`config.mk`:
```
export PLATFORM = sky130hd
export DESIGN_NAME = dbol_top
export DESIGN_NICKNAME = d
export VERILOG_FILES = /design/src/dbol_pkg.sv /design/src/dbol_top.sv /design/src/dbol_order.sv /design/src/dbol_dll.sv
export SDC_FILE = /design/constraint.sdc
export NUM_CORES = 1
export LEC_CHECK = 0
export ABC_AREA = 0
export BUFFER_PORTS_ARGS = -buffer_cell sky130_fd_sc_hd__buf_2
export CORE_ASPECT_RATIO = 1.25
export CORE_MARGIN = 2
export CORE_UTILIZATION = 59
export DETAILED_ROUTE_END_ITERATION = 8
export GPL_TIMING_DRIVEN = 1
export PLACE_DENSITY = 0.8
export REMOVE_ABC_BUFFERS = 1
export SYNTH_ARGS = -nofsm -noshare
export SYNTH_HDL_FRONTEND = slang
export SYNTH_SLANG_ARGS = --single-unit
```
`constraint.sdc`:
```
create_clock -name clk_sys -period 12 [get_ports clk_sys]
set_input_delay 2.4 -clock clk_sys [delete_from_list [all_inputs] [get_ports clk_sys]]
set_output_delay 2.4 -clock clk_sys [all_outputs]
set_load 0.1 [all_outputs]
```
`src/dbol_pkg.sv`:
```
package dbol_pkg;
	// register byte offsets
	localparam logic [3:0] ADDR_MODE = 4'h0;
	localparam logic [3:0] ADDR_CTRL = 4'h4;
	localparam logic [3:0] ADDR_STAT = 4'h8;
	localparam logic [3:0] ADDR_LAT = 4'hC;
	// field positions
	localparam int MODE_BL_LSB = 0;
	localparam int MODE_BT_BIT = 3;
	localparam int MODE_TM_BIT = 7;
	localparam int MODE_DLL_BIT = 8;
	localparam int MODE_WR_LSB = 9;
	localparam int LAT_CL_LSB = 0;
	localparam int LAT_AL_LSB = 5;
	localparam int CTRL_DM_BIT = 0;
	localparam int CTRL_CRC_BIT = 1;
	localparam int STAT_LOCK_BIT = 0;
	localparam int STAT_DLLBUSY_BIT = 1;
	localparam int STAT_IDLE_BIT = 2;
	localparam int STAT_ACT_BIT = 3;
	localparam int STAT_TM_BIT = 4;
	localparam int STAT_BLK_LSB = 8;
	// reset values
	localparam logic [11:0] MODE_RST = 12'h000;
	localparam logic [9:0] LAT_RST = 10'h00A;
	localparam logic [1:0] CTRL_RST = 2'h0;
	// burst length codes and beat points
	localparam logic [1:0] BL_EIGHT = 2'h0;
	localparam logic [1:0] BL_PERCMD = 2'h1;
	localparam logic [1:0] BL_CHOP = 2'h2;
	localparam logic [3:0] BURST_BEATS = 4'h8;
	localparam logic [2:0] COMMIT_EIGHT = 3'h7;
	localparam logic [2:0] WR_EARLY_CLKS = 3'h2;
	localparam logic [2:0] COMMIT_CHOP = COMMIT_EIGHT - WR_EARLY_CLKS;
	// cycles per write recovery / read-to-precharge code, code 7 reserved
	localparam logic [7:0][4:0] WR_CYC = {5'h00, 5'h18, 5'h14, 5'h12, 5'h10, 5'h0E, 5'h0C, 5'h0A};
	localparam logic [7:0][4:0] RTP_CYC = {5'h00, 5'h0C, 5'h0A, 5'h09, 5'h08, 5'h07, 5'h06, 5'h05};
	// timing
	localparam int CLK_NS = 40;
	localparam int RP_NS = 15;
	localparam logic [5:0] RP_CYC = 6'((RP_NS + CLK_NS - 1) / CLK_NS);
	localparam logic [5:0] CRC_EXTRA_CYC = 6'h02;
	localparam int DLL_LOCK_CYC = 768;
	localparam logic [1:0] RESP_OKAY = 2'h0;
	localparam logic [1:0] RESP_SLVERR = 2'h2;

	typedef enum logic [4:0] {
		ST_IDLE = 5'h01,
		ST_RLAT = 5'h02,
		ST_RBURST = 5'h04,
		ST_WDATA = 5'h08,
		ST_WCOMMIT = 5'h10
	} dbol_fsm_t;

	typedef struct packed {
		logic write;
		logic [2:0] col;
		logic chopSel;
		logic autoPre;
	} dbol_cmd_t;

	typedef struct packed {
		logic awHave;
		logic [3:0] awAddr;
		logic wHave;
		logic [31:0] wData;
		logic [3:0] wStrb;
		logic bValid;
		logic [1:0] bResp;
		logic rValid;
		logic [31:0] rData;
		logic [1:0] rResp;
		logic [11:0] mode;
		logic [1:0] ctrl;
		logic [9:0] lat;
		dbol_fsm_t st;
		logic [5:0] cnt;
		logic [3:0] beat;
		logic [2:0] startCol;
		logic chop;
		logic autoPre;
		logic [7:0][7:0] mem;
		logic [7:0][7:0] wbuf;
		logic [7:0] wmask;
		logic [7:0] dqOut;
		logic dqOe;
		logic dqsOut;
		logic [5:0] bankCnt;
		logic [7:0] blocked;
		logic dllStart;
	} dbol_state_t;

	typedef struct packed {
		logic busy;
		logic locked;
		logic [9:0] cnt;
	} dbol_dll_state_t;
endpackage

```
`src/dbol_top.sv`:
```
// Added by the designer: the register offsets and register access over AXI4-Lite.
`timescale 1ns/1ns
// Functional notes
// - burst type selects sequential or interleaved reads
// - fixed chop, fixed eight, or per-command length
// - sequential wraps low bits, eight flips bit two
// - start column names first beat; interleave XORs
// - chopped read leaves last four slots undriven
// - writes ignore low bits; chop base bit two
// - fixed chop commits write two clocks earlier
// - per-command length commits at eight-beat timing
// - first read beat whole clocks after read
// - total read latency is added plus command latency
// - write recovery plus precharge sets reopen delay
// - with mask and CRC, mismatch blocks write
// - read-to-precharge plus precharge sets reopen delay
// - DLL reset bit clears itself after issue
module dbol_top (
	input wire logic clk_sys, // system clock
	input wire logic rst, // async reset, active high
	input wire logic awvalid, // write address valid
	output logic awready, // write address ready
	input wire logic [3:0] awaddr, // write byte address
	input wire logic wvalid, // write data valid
	output logic wready, // write data ready
	input wire logic [31:0] wdata, // write data
	input wire logic [3:0] wstrb, // byte enables
	output logic bvalid, // write response valid
	input wire logic bready, // write response ready
	output logic [1:0] bresp, // write response
	input wire logic arvalid, // read address valid
	output logic arready, // read address ready
	input wire logic [3:0] araddr, // read byte address
	output logic rvalid, // read data valid
	input wire logic rready, // read data ready
	output logic [31:0] rdata, // read data
	output logic [1:0] rresp, // read response
	input wire logic cmdValid, // column command offered
	output logic cmdReady, // column command taken
	input wire dbol_pkg::dbol_cmd_t cmd, // column command
	input wire logic [7:0] dqIn, // data pin input
	input wire logic dmIn, // data mask pin input
	input wire logic crcPass, // write CRC verdict
	output logic [7:0] dqOut, // data pin output
	output logic dqOe, // data pin drive enable
	output logic dqsOut, // strobe output
	output logic dqsOe, // strobe drive enable
	output logic actAllowed // bank may reopen
);
	dbol_pkg::dbol_state_t q, d;
	logic [1:0] lenSel;
	logic fixedChop;
	logic chopNow;
	logic crcGate;
	logic [5:0] totalLat;
	logic [5:0] wrDal;
	logic [5:0] rdRtp;
	logic [2:0] nextBeat;
	logic [2:0] ordCol;
	logic [31:0] rdWord;
	logic [1:0] rdResp;
	logic dllLocked;
	logic dllBusy;
	logic cmdFire;

	// byte-lane merge for register writes
	function automatic logic [31:0] applyStrb(input logic [31:0] old, input logic [31:0] nw,
		input logic [3:0] strb);
		logic [31:0] r;
		r = old;
		for (int i = 0; i < 4; i++) begin
			if (strb[i]) begin
				r[i * 8 +: 8] = nw[i * 8 +: 8];
			end
		end
		return r;
	endfunction

	// decoded settings
	assign lenSel = q.mode[dbol_pkg::MODE_BL_LSB +: 2];
	assign fixedChop = lenSel == dbol_pkg::BL_CHOP;
	assign chopNow = fixedChop || (lenSel == dbol_pkg::BL_PERCMD && !cmd.chopSel);
	assign crcGate = q.ctrl[dbol_pkg::CTRL_DM_BIT] && q.ctrl[dbol_pkg::CTRL_CRC_BIT];
	assign totalLat = 6'(q.lat[dbol_pkg::LAT_CL_LSB +: 5]) + 6'(q.lat[dbol_pkg::LAT_AL_LSB +: 5]);
	// reopen delays; CRC checking stretches write recovery
	assign wrDal = 6'(dbol_pkg::WR_CYC[q.mode[dbol_pkg::MODE_WR_LSB +: 3]]) + dbol_pkg::RP_CYC
		+ (crcGate ? dbol_pkg::CRC_EXTRA_CYC : 6'h00);
	assign rdRtp = 6'(q.lat[dbol_pkg::LAT_AL_LSB +: 5])
		+ 6'(dbol_pkg::RTP_CYC[q.mode[dbol_pkg::MODE_WR_LSB +: 3]]) + dbol_pkg::RP_CYC;
	assign nextBeat = (q.st == dbol_pkg::ST_RLAT) ? 3'h0 : q.beat[2:0];
	assign cmdReady = q.st == dbol_pkg::ST_IDLE && q.bankCnt == 6'h00;
	assign cmdFire = cmdValid && cmdReady;

	dbol_order u_order (
		.startCol(q.startCol),
		.beatNum(nextBeat),
		.interleaved(q.mode[dbol_pkg::MODE_BT_BIT]),
		.writeOp(q.st == dbol_pkg::ST_WDATA),
		.chop(q.chop),
		.col(ordCol)
	);

	dbol_dll u_dll (
		.clk_sys(clk_sys),
		.rst(rst),
		.start(q.dllStart),
		.locked(dllLocked),
		.busy(dllBusy)
	);

	// register read mux; unmapped words answer with an error
	always_comb begin
		rdWord = 32'h0000_0000;
		rdResp = dbol_pkg::RESP_OKAY;
		case (araddr)
			dbol_pkg::ADDR_MODE: begin
				rdWord[11:0] = q.mode;
			end
			dbol_pkg::ADDR_CTRL: begin
				rdWord[1:0] = q.ctrl;
			end
			dbol_pkg::ADDR_LAT: begin
				rdWord[9:0] = q.lat;
			end
			dbol_pkg::ADDR_STAT: begin
				rdWord[dbol_pkg::STAT_LOCK_BIT] = dllLocked;
				rdWord[dbol_pkg::STAT_DLLBUSY_BIT] = dllBusy;
				rdWord[dbol_pkg::STAT_IDLE_BIT] = q.st == dbol_pkg::ST_IDLE;
				rdWord[dbol_pkg::STAT_ACT_BIT] = q.bankCnt == 6'h00;
				rdWord[dbol_pkg::STAT_TM_BIT] = q.mode[dbol_pkg::MODE_TM_BIT];
				rdWord[dbol_pkg::STAT_BLK_LSB +: 8] = q.blocked;
			end
			default: begin
				rdResp = dbol_pkg::RESP_SLVERR;
			end
		endcase
	end

	// next state of the whole block
	always_comb begin
		d = q;
		d.dllStart = 1'b0;
		if (q.bankCnt != 6'h00) begin
			d.bankCnt = q.bankCnt - 6'h01;
		end
		// the reset bit clears itself once the request has gone out
		if (q.mode[dbol_pkg::MODE_DLL_BIT]) begin
			d.mode[dbol_pkg::MODE_DLL_BIT] = 1'b0;
			d.dllStart = 1'b1;
		end
		// address and data may arrive in either order
		if (awvalid && !q.awHave) begin
			d.awHave = 1'b1;
			d.awAddr = awaddr;
		end
		if (wvalid && !q.wHave) begin
			d.wHave = 1'b1;
			d.wData = wdata;
			d.wStrb = wstrb;
		end
		if (q.bValid && bready) begin
			d.bValid = 1'b0;
		end
		if (q.awHave && q.wHave && !q.bValid) begin
			d.awHave = 1'b0;
			d.wHave = 1'b0;
			d.bValid = 1'b1;
			d.bResp = dbol_pkg::RESP_OKAY;
			case (q.awAddr)
				dbol_pkg::ADDR_MODE: begin
					d.mode = 12'(applyStrb({20'h00000, q.mode}, q.wData, q.wStrb));
				end
				dbol_pkg::ADDR_CTRL: begin
					d.ctrl = 2'(applyStrb({30'h00000000, q.ctrl}, q.wData, q.wStrb));
				end
				dbol_pkg::ADDR_LAT: begin
					d.lat = 10'(applyStrb({22'h000000, q.lat}, q.wData, q.wStrb));
				end
				dbol_pkg::ADDR_STAT: begin
				end
				default: begin
					d.bResp = dbol_pkg::RESP_SLVERR;
				end
			endcase
		end
		if (q.rValid && rready) begin
			d.rValid = 1'b0;
		end
		if (arvalid && !q.rValid) begin
			d.rValid = 1'b1;
			d.rData = rdWord;
			d.rResp = rdResp;
		end
		// burst engine
		case (q.st)
			dbol_pkg::ST_IDLE: begin
				if (cmdFire) begin
					d.startCol = cmd.col;
					d.chop = chopNow;
					d.autoPre = cmd.autoPre;
					d.beat = 4'h0;
					if (cmd.write) begin
						d.wmask = 8'hFF; // slots that no beat fills keep their old array data
						d.st = dbol_pkg::ST_WDATA;
					end else begin
						d.cnt = totalLat - 6'h01;
						d.st = dbol_pkg::ST_RLAT;
						if (cmd.autoPre) begin
							d.bankCnt = rdRtp;
						end
					end
				end
			end
			dbol_pkg::ST_RLAT: begin
				if (q.cnt == 6'h00) begin
					d.dqOut = q.mem[ordCol];
					d.dqOe = 1'b1;
					d.dqsOut = 1'b1;
					d.beat = 4'h1;
					d.st = dbol_pkg::ST_RBURST;
				end else begin
					d.cnt = q.cnt - 6'h01;
				end
			end
			dbol_pkg::ST_RBURST: begin
				if (q.beat == dbol_pkg::BURST_BEATS) begin
					d.dqOe = 1'b0;
					d.st = dbol_pkg::ST_IDLE;
				end else begin
					d.dqOut = q.mem[ordCol];
					d.dqOe = !(q.chop && nextBeat[2]);
					d.dqsOut = !nextBeat[0];
					d.beat = q.beat + 4'h1;
				end
			end
			dbol_pkg::ST_WDATA: begin
				// chopped writes take only the first four beats
				if (!(q.chop && q.beat[2])) begin
					d.wbuf[ordCol] = dqIn;
					d.wmask[ordCol] = dmIn && q.ctrl[dbol_pkg::CTRL_DM_BIT];
				end
				// only a fixed chop may start early, the per-command chop cannot know in time
				if (q.beat[2:0] == (fixedChop ? dbol_pkg::COMMIT_CHOP : dbol_pkg::COMMIT_EIGHT)) begin
					d.st = dbol_pkg::ST_WCOMMIT;
				end else begin
					d.beat = q.beat + 4'h1;
				end
			end
			dbol_pkg::ST_WCOMMIT: begin
				if (crcGate && !crcPass) begin
					d.blocked = q.blocked + 8'h01;
				end else begin
					for (int i = 0; i < 8; i++) begin
						if (!q.wmask[i]) begin
							d.mem[i] = q.wbuf[i];
						end
					end
				end
				if (q.autoPre) begin
					d.bankCnt = wrDal;
				end
				d.st = dbol_pkg::ST_IDLE;
			end
			default: begin
				d.st = dbol_pkg::ST_IDLE;
			end
		endcase
	end

	// all state but the DLL's lives in one register
	always_ff @(posedge clk_sys or posedge rst) begin
		if (rst) begin
			q <= '0;
			q.mode <= dbol_pkg::MODE_RST;
			q.lat <= dbol_pkg::LAT_RST;
			q.ctrl <= dbol_pkg::CTRL_RST;
			q.st <= dbol_pkg::ST_IDLE;
		end else begin
			q <= d;
		end
	end

	// outputs straight from state
	assign awready = !q.awHave;
	assign wready = !q.wHave;
	assign bvalid = q.bValid;
	assign bresp = q.bResp;
	assign arready = !q.rValid;
	assign rvalid = q.rValid;
	assign rdata = q.rData;
	assign rresp = q.rResp;
	assign dqOut = q.dqOut;
	assign dqOe = q.dqOe;
	assign dqsOut = q.dqsOut;
	assign dqsOe = q.dqOe;
	assign actAllowed = q.bankCnt == 6'h00;

	logic [2:0] outBeat;
	logic [2:0] seqCol;
	logic [2:0] wSlot;
	assign outBeat = q.beat[2:0] - 3'h1;
	assign seqCol = {q.startCol[2] ^ outBeat[2], 2'(q.startCol[1:0] + outBeat[1:0])};
	assign wSlot = q.chop ? {q.startCol[2], q.beat[1:0]} : q.beat[2:0];
endmodule // dbol_top

```
`src/dbol_order.sv`:
```
`timescale 1ns/1ns
module dbol_order (
	input wire logic [2:0] startCol, // column of first beat
	input wire logic [2:0] beatNum, // beat slot 0..7
	input wire logic interleaved, // burst type
	input wire logic writeOp, // write ordering
	input wire logic chop, // four-beat burst
	output logic [2:0] col // column for this slot
);
	// writes ignore low bits; sequential reads wrap the low two bits and flip bit two for the last four beats, interleaved reads XOR
	always_comb begin
		if (writeOp) begin
			col = chop ? {startCol[2], beatNum[1:0]} : beatNum;
		end else if (interleaved) begin
			col = startCol ^ beatNum;
		end else begin
			col = {startCol[2] ^ beatNum[2], 2'(startCol[1:0] + beatNum[1:0])};
		end
	end
endmodule // dbol_order

```
`src/dbol_dll.sv`:
```
`timescale 1ns/1ns
module dbol_dll #(
	parameter int LOCK_CYC = dbol_pkg::DLL_LOCK_CYC // lock wait in clocks
) (
	input wire logic clk_sys, // system clock
	input wire logic rst, // async reset, active high
	input wire logic start, // one-cycle reset request
	output logic locked, // lock wait finished
	output logic busy // lock wait running
);
	dbol_pkg::dbol_dll_state_t q, d;

	// a new request restarts the wait; lock drops until it ends
	always_comb begin
		d = q;
		if (start) begin
			d.busy = 1'b1;
			d.locked = 1'b0;
			d.cnt = 10'(LOCK_CYC - 1);
		end else if (q.busy) begin
			if (q.cnt == 10'h000) begin
				d.busy = 1'b0;
				d.locked = 1'b1;
			end else begin
				d.cnt = q.cnt - 10'h001;
			end
		end
	end

	always_ff @(posedge clk_sys or posedge rst) begin
		if (rst) begin
			q <= '0;
		end else begin
			q <= d;
		end
	end

	assign locked = q.locked;
	assign busy = q.busy;
endmodule // dbol_dll

```
# Word level (Yosys, flattened, before mapping)
# Memories as Yosys holds them, arrays and structs flattened.
# Index checks and enable logic that the tools add are counted.
# Widths: inputs -> output; s select.
word_totals:
  register_bits: 281
  rom_bits: 80
  output_inout_bits: 54
  elab_cells: 245
  n_memories: 2
op_classes:
  n_addsub: 12
  order_cmp: 3
  n_eq_ne: 27
  mux: 74
  bitwise_logic: 12
  n_reduce_logical: 67
mem_list:
  columns: ["name", "depth", "word_bits", "read_ports", "rd_ports_with_merged_regs", "wr", "line_no", "text"]
  rows:
  - ["(name not given)", 8, 5, 1, 0, 0, "dbol_top.sv:89", "+ 6'(dbol_pkg::RTP_CYC[q.mode[dbol_pkg::MODE_WR_LSB +: 3]]) + dbol_pkg::RP_CYC;"]
  - ["(name not given)", 8, 5, 1, 0, 0, "dbol_top.sv:86", "assign wrDal = 6'(dbol_pkg::WR_CYC[q.mode[dbol_pkg::MODE_WR_LSB +: 3]]) + dbol_pkg::RP_CYC"]
op_table:
  columns: ["operator", "count"]
  rows:
  - ["$bwmux 64", 1]
  - ["$mux 8", 8]
  - ["$mux 6", 7]
  - ["$reduce_and 3->1", 14]
  - ["$mux 37", 1]
  - ["$mux 35", 1]
  - ["$mux 10", 3]
  - ["$mux 5", 6]
  - ["$bmux 8 s3", 1]
  - ["$demux 8 s3", 1]
  - ["$mux 12", 2]
  - ["$pmux 6 s2", 2]
  - ["$mux 21", 1]
  - ["$eq 4x4->1 const B", 5]
  - ["$mux 20", 1]
  - ["$mux 4", 5]
  - ["$ne 2x2->1 const B", 10]
  - ["$pmux 10 s2", 1]
  - ["$pmux 5 s4", 1]
  - ["$reduce_bool 2->1", 9]
  - ["$sub 6x1->6 const B", 3]
  - ["$logic_and 1x1->1", 16]
  - ["$mux 2", 8]
  - ["$pmux 4 s4", 1]
  - ["other kinds (46)", 87]

# Logic depth before layout (Yosys ltp)
depth:
  word_depth: 12
  depth_mapped: 16
  ltp_nobuf: 11

# By module
# A second synthesis with hierarchy kept.
unflattened:
  cells_unflattened: 1045
  area_unflattened_um2: 12306.8
by_module_without_submodules:
  columns: ["mod", "instances", "cells_per_inst", "area_per_inst_um2", "seq_area_each_um2"]
  rows:
  - ["dbol_top", 1, 969, 11574.9, 6134.6]
  - ["dbol_dll", 1, 65, 638.1, 300.3]
  - ["dbol_order", 1, 11, 93.8, 0.0]

# Least setup slack after synthesis
# Ideal clock, no wire load.
synth_path:
  path_kind: "register to output"
  start: "register q[12] (netlist bit)"
  end: "output port cmdReady"
  arrival_time_ns: 2.663
  path_slack_ns: 6.937
  path_stages_with_launch: 5
  cell_sequence: "dfrtp_1 or3_1 or3b_2 clkbuf_1 nor2_1"
synth_via:
  elab_chain_len: 2
synth_rtl:
  columns: ["item", "line_no", "text"]
  rows:
  - ["from (decl)", "dbol_top.sv:50", "dbol_pkg::dbol_state_t q, d;"]
  - ["$logic_not 6->1", "dbol_top.sv:91", "assign cmdReady = q.st == dbol_pkg::ST_IDLE && q.bankCnt == 6'h00;"]
  - ["$logic_and 1x1->1", "dbol_top.sv:91", null]
  - ["to (decl)", "dbol_top.sv:39", "output logic cmdReady,"]
# Every way passes these cells.

# Worst setup path after layout
layout_path:
  start: "register q[12] (netlist bit)"
  end: "output port actAllowed"
layout_via:
  elab_chain_len: 1
layout_rtl:
  columns: ["item", "line_no", "text"]
  rows:
  - ["$logic_not 6->1", "dbol_top.sv:296", "assign actAllowed = q.bankCnt == 6'h00;"]
  - ["to (decl)", "dbol_top.sv:48", "output logic actAllowed"]
# Every way passes these cells.

==> flow_metrics.env <==
export IMPL_power_mw=2.42
export IMPL_port_buffers=81
export IMPL_hold_viol_final=0
export IMPL_ys_seq_elements=257
export IMPL_clockPowerShare=0.331
export IMPL_fin_crit_ps=4960
export IMPL_hp_class="reg -> reg"
export IMPL_finalHoldWorstSlack_ps=472
export IMPL_slew_viol_final=0
export IMPL_initial_utilization=0.606
export IMPL_cts_sinks=257
export IMPL_cp_arrival_ps=2560
export IMPL_setup_viol=0
export IMPL_core_sq_um=20200
export IMPL_drive_above_1_share=0.289
export IMPL_power_switching_uw=764
export IMPL_power_density_nw_per_um2=179
export IMPL_cts_root_buffer="clkbuf_16"
export IMPL_filler_cell_count=1424
export IMPL_layout_nets=1193
export IMPL_io_pins=122
export IMPL_drv_cap=0
export IMPL_holdBufCountCts=0
export IMPL_syn_inst=1041
export IMPL_vias=8251
export IMPL_ys_flop_type="dfrtp_1"
export IMPL_ys_types=69
export IMPL_crit_fanout=9
export IMPL_swShare=0.316
export IMPL_viasPerCell=5.97
export IMPL_synth_area_sq_um=12300
export IMPL_pre_cts_ws_ps=7430
export IMPL_p_int_mw=1.65
export IMPL_placedCellCount=1337
export IMPL_gp_congestion=0.862
export IMPL_std_cell_rows=58
export IMPL_tritoncts="done"
export IMPL_fin_crit_sh=0.413
export IMPL_syn2layout_area_growth_pct=10.1
export IMPL_async_reset_ff_frac=1.00
export IMPL_wl_microns=26700
export IMPL_tns_ps=0
export IMPL_dp_final_hpwl_microns=18400
export IMPL_cts_buffer_depth=3
export IMPL_synth_avg_cell_area_sq_um=11.8
export IMPL_overflow=0
export IMPL_drc=0
export IMPL_dieArea_sq_um=22000
export IMPL_clk_pin_slew_ps=60
export IMPL_first_pass_iters=5
export IMPL_p_seq_frac=0.437
export IMPL_crit_type="reg -> out"
export IMPL_grt_max_degree=142
export IMPL_crit_path_end_kind="output port"
export IMPL_drt_iter0_markers=663
export IMPL_fin_ws_ps=7040
export IMPL_cts_setup_buffers=0
export IMPL_ctsResizeCount=0
export IMPL_relSlewSlack=0.300
export IMPL_clock_fmax_mhz=202
export IMPL_die_x_microns=133
export IMPL_yosysWarnings=0
export IMPL_power_share_combinational=0.232
export IMPL_die_y_microns=165
export IMPL_grt_pass1_wl_microns=43100
export IMPL_wl_per_cell_microns=19.3
export IMPL_antenna_cells=0
export IMPL_grt_pass1_vias=8205
export IMPL_tightest_slew_ps=1050
export IMPL_leakage_nw=6.60
export IMPL_yosysSeqAreaShare=0.525
export IMPL_htreeDepth=1
export IMPL_finClkSkew_ps=7.40
export IMPL_outcome="completed"
export IMPL_ant_nets=0
export IMPL_numCtsBuffers=25
export IMPL_rsz0062_at_grt="no"
export IMPL_gr_usage_all_layers=0.246
export IMPL_cp_required_ps=9600
export IMPL_vdd_drop_max_uv=209
export IMPL_clk_latency_ps=530
export IMPL_antenna_found_initial=0
export IMPL_cp_start_kind="flip-flop"
export IMPL_fin_cells=1383
export IMPL_synth_edf_count=0
## flip-flops by register name, summed over array words and instances (netlist names)
| name | cells |
|---|---|
| bresp | 1 |
| bvalid | 1 |
| dqOe | 1 |
| dqOut | 8 |
| dqsOut | 1 |
| lenSel | 2 |
| q | 213 |
| rdata | 16 |
| rresp | 1 |
| rvalid | 1 |
| u_dll.busy | 1 |
| u_dll.locked | 1 |
| u_dll.q | 10 |
## synth_stat cells, drive strengths merged (3+ instances only)
master | number | share of area
nor2 | 54 | 0.017
nor4 | 4 | 0.0020
o211ai | 3 | 0.0018
clkbuf | 27 | 0.0084
xnor2 | 16 | 0.011
dfrtp | 254 | 0.52
buf | 53 | 0.031
mux4 | 3 | 0.0055
xor2 | 13 | 0.0093
and3 | 3 | 0.0015
nand3b | 5 | 0.0031
a21oi | 17 | 0.0069
nand2b | 10 | 0.0051
a21boi | 4 | 0.0024
nand3 | 24 | 0.011
a31oi | 4 | 0.0020
mux2 | 168 | 0.15
nand2 | 88 | 0.027
a221o | 9 | 0.0073
o2111a | 6 | 0.0055
a21o | 3 | 0.0018
dfstp | 3 | 0.0064
ha | 29 | 0.030
a32oi | 11 | 0.0079
nor2b | 6 | 0.0031
inv | 49 | 0.015
a211o | 3 | 0.0021
nand4 | 18 | 0.0092
o22ai | 3 | 0.0015
a22o | 15 | 0.011
o21ai | 40 | 0.016
or3b | 3 | 0.0021
or3 | 9 | 0.0050
o221ai | 3 | 0.0021
and2 | 5 | 0.0026
and4 | 3 | 0.0023
mux2i | 20 | 0.016
a22oi | 7 | 0.0043
nor3 | 20 | 0.012
o31ai | 4 | 0.0024
## per-stage QoR
| step | util | cell area [sq um] |
|---|---|---|
| final | 0.667 | 13500 |
| after detailed placement | 0.625 | 12700 |
| after floorplan | - | 11800 |
| after global placement | 0.625 | 12700 |
| after global routing | 0.667 | 13500 |
| after CTS | 0.667 | 13500 |
## kinds of logic (layout without fill, tap and decap cells)
| kind of cell | count (synthesis) | in the layout | share of synthesized area |
|---|---|---|---|
| compound gates | 145 | 145 | 0.0846 |
| other cells | 1 | 18 | 0.000306 |
| fa+ha+maj | 31 | 31 | 0.0329 |
| flops | 257 | 257 | 0.525 |
| simple gates | 257 | 257 | 0.106 |
| mux | 191 | 191 | 0.176 |
| buf+inv | 130 | 185 | 0.0547 |
| xor+xnor | 29 | 29 | 0.0207 |
## power by group through the flow
stage | Sequential [mW] | Combinational, mW | Clock (mW)
after CTS | 1.05 | 0.564 | 0.808
after global routing | 1.07 | 0.623 | 0.846
after detailed placement | 1.07 | 0.559 | 0
final | 1.06 | 0.562 | 0.800
after floorplan | 1.09 | 0.403 | 0
after global placement | 1.06 | 0.539 | 0
## critical path: stages (launching register included)
cell	delay (ps)
dfrtp_1	400
or3_1	390
or3b_2	580
clkinv_1	210
buf_2	460
## path summary, 6_finish.rpt
| kind | slack (ps) | depth (start not counted) | start | to |
|---|---|---|---|---|
| setup / recovery | 7040 | 4 | q[12] | actAllowed |
| hold / removal | 470 | 1 | q[8] | q[8] |
| setup reg to reg | 7310 | 12 | q[178] | q[43] |
| hold reg to reg | 470 | 1 | q[8] | q[8] |
| max in group asynchronous | 8530 | 3 | rst | q[91] |
| min in group asynchronous | 2090 | 2 | rst | u_dll.q[1] |
## per-layer routing
metal | routed length [microns] | GRT usage | vias to the layer above
met5 | 0 | 0 | -
met4 | 535 | 0.0723 | 0
met3 | 1360 | 0.0348 | 41
met2 | 13400 | 0.425 | 226
met1 | 11400 | 0.328 | 4225
li1 | - | - | 3759
## cell type report
class	instances	area, sq um	share of cell area
well taps	270	338	0.0250
multi-input cells	671	5220	0.387
repair buffers	89	465	0.0345
inverters	50	195	0.0145
flip-flops and latches	257	6430	0.477
clock inverters	11	111	0.00825
clock buffers	35	733	0.0543
## placed cells by master (no fill, tap or decap), types with 5 or more instances in the layout
cell | synthesis | layout
a21oi_1 | 17 | 17
a221o_1 | 9 | 9
a22o_1 | 15 | 15
a22oi_1 | 7 | 7
a32oi_1 | 11 | 11
and2_1 | 5 | 5
buf_2 | 4 | 81
buf_4 | 45 | 8
clkbuf_16 | 0 | 25
clkbuf_8 | 0 | 7
clkinv_2 | 0 | 7
conb_1 | 1 | 18
dfrtp_1 | 254 | 254
ha_1 | 29 | 29
inv_1 | 48 | 47
mux2_2 | 168 | 168
mux2i_1 | 20 | 20
nand2_1 | 88 | 88
nand2b_1 | 10 | 10
nand3_1 | 20 | 20
nand3b_1 | 5 | 5
nand4_1 | 18 | 18
nor2_1 | 54 | 53
nor2b_1 | 6 | 6
nor3_1 | 16 | 16
o2111a_1 | 6 | 6
o21ai_0 | 38 | 38
or3_1 | 8 | 8
xnor2_1 | 16 | 16
xor2_1 | 13 | 13
(Power assumes the default switching activity.)
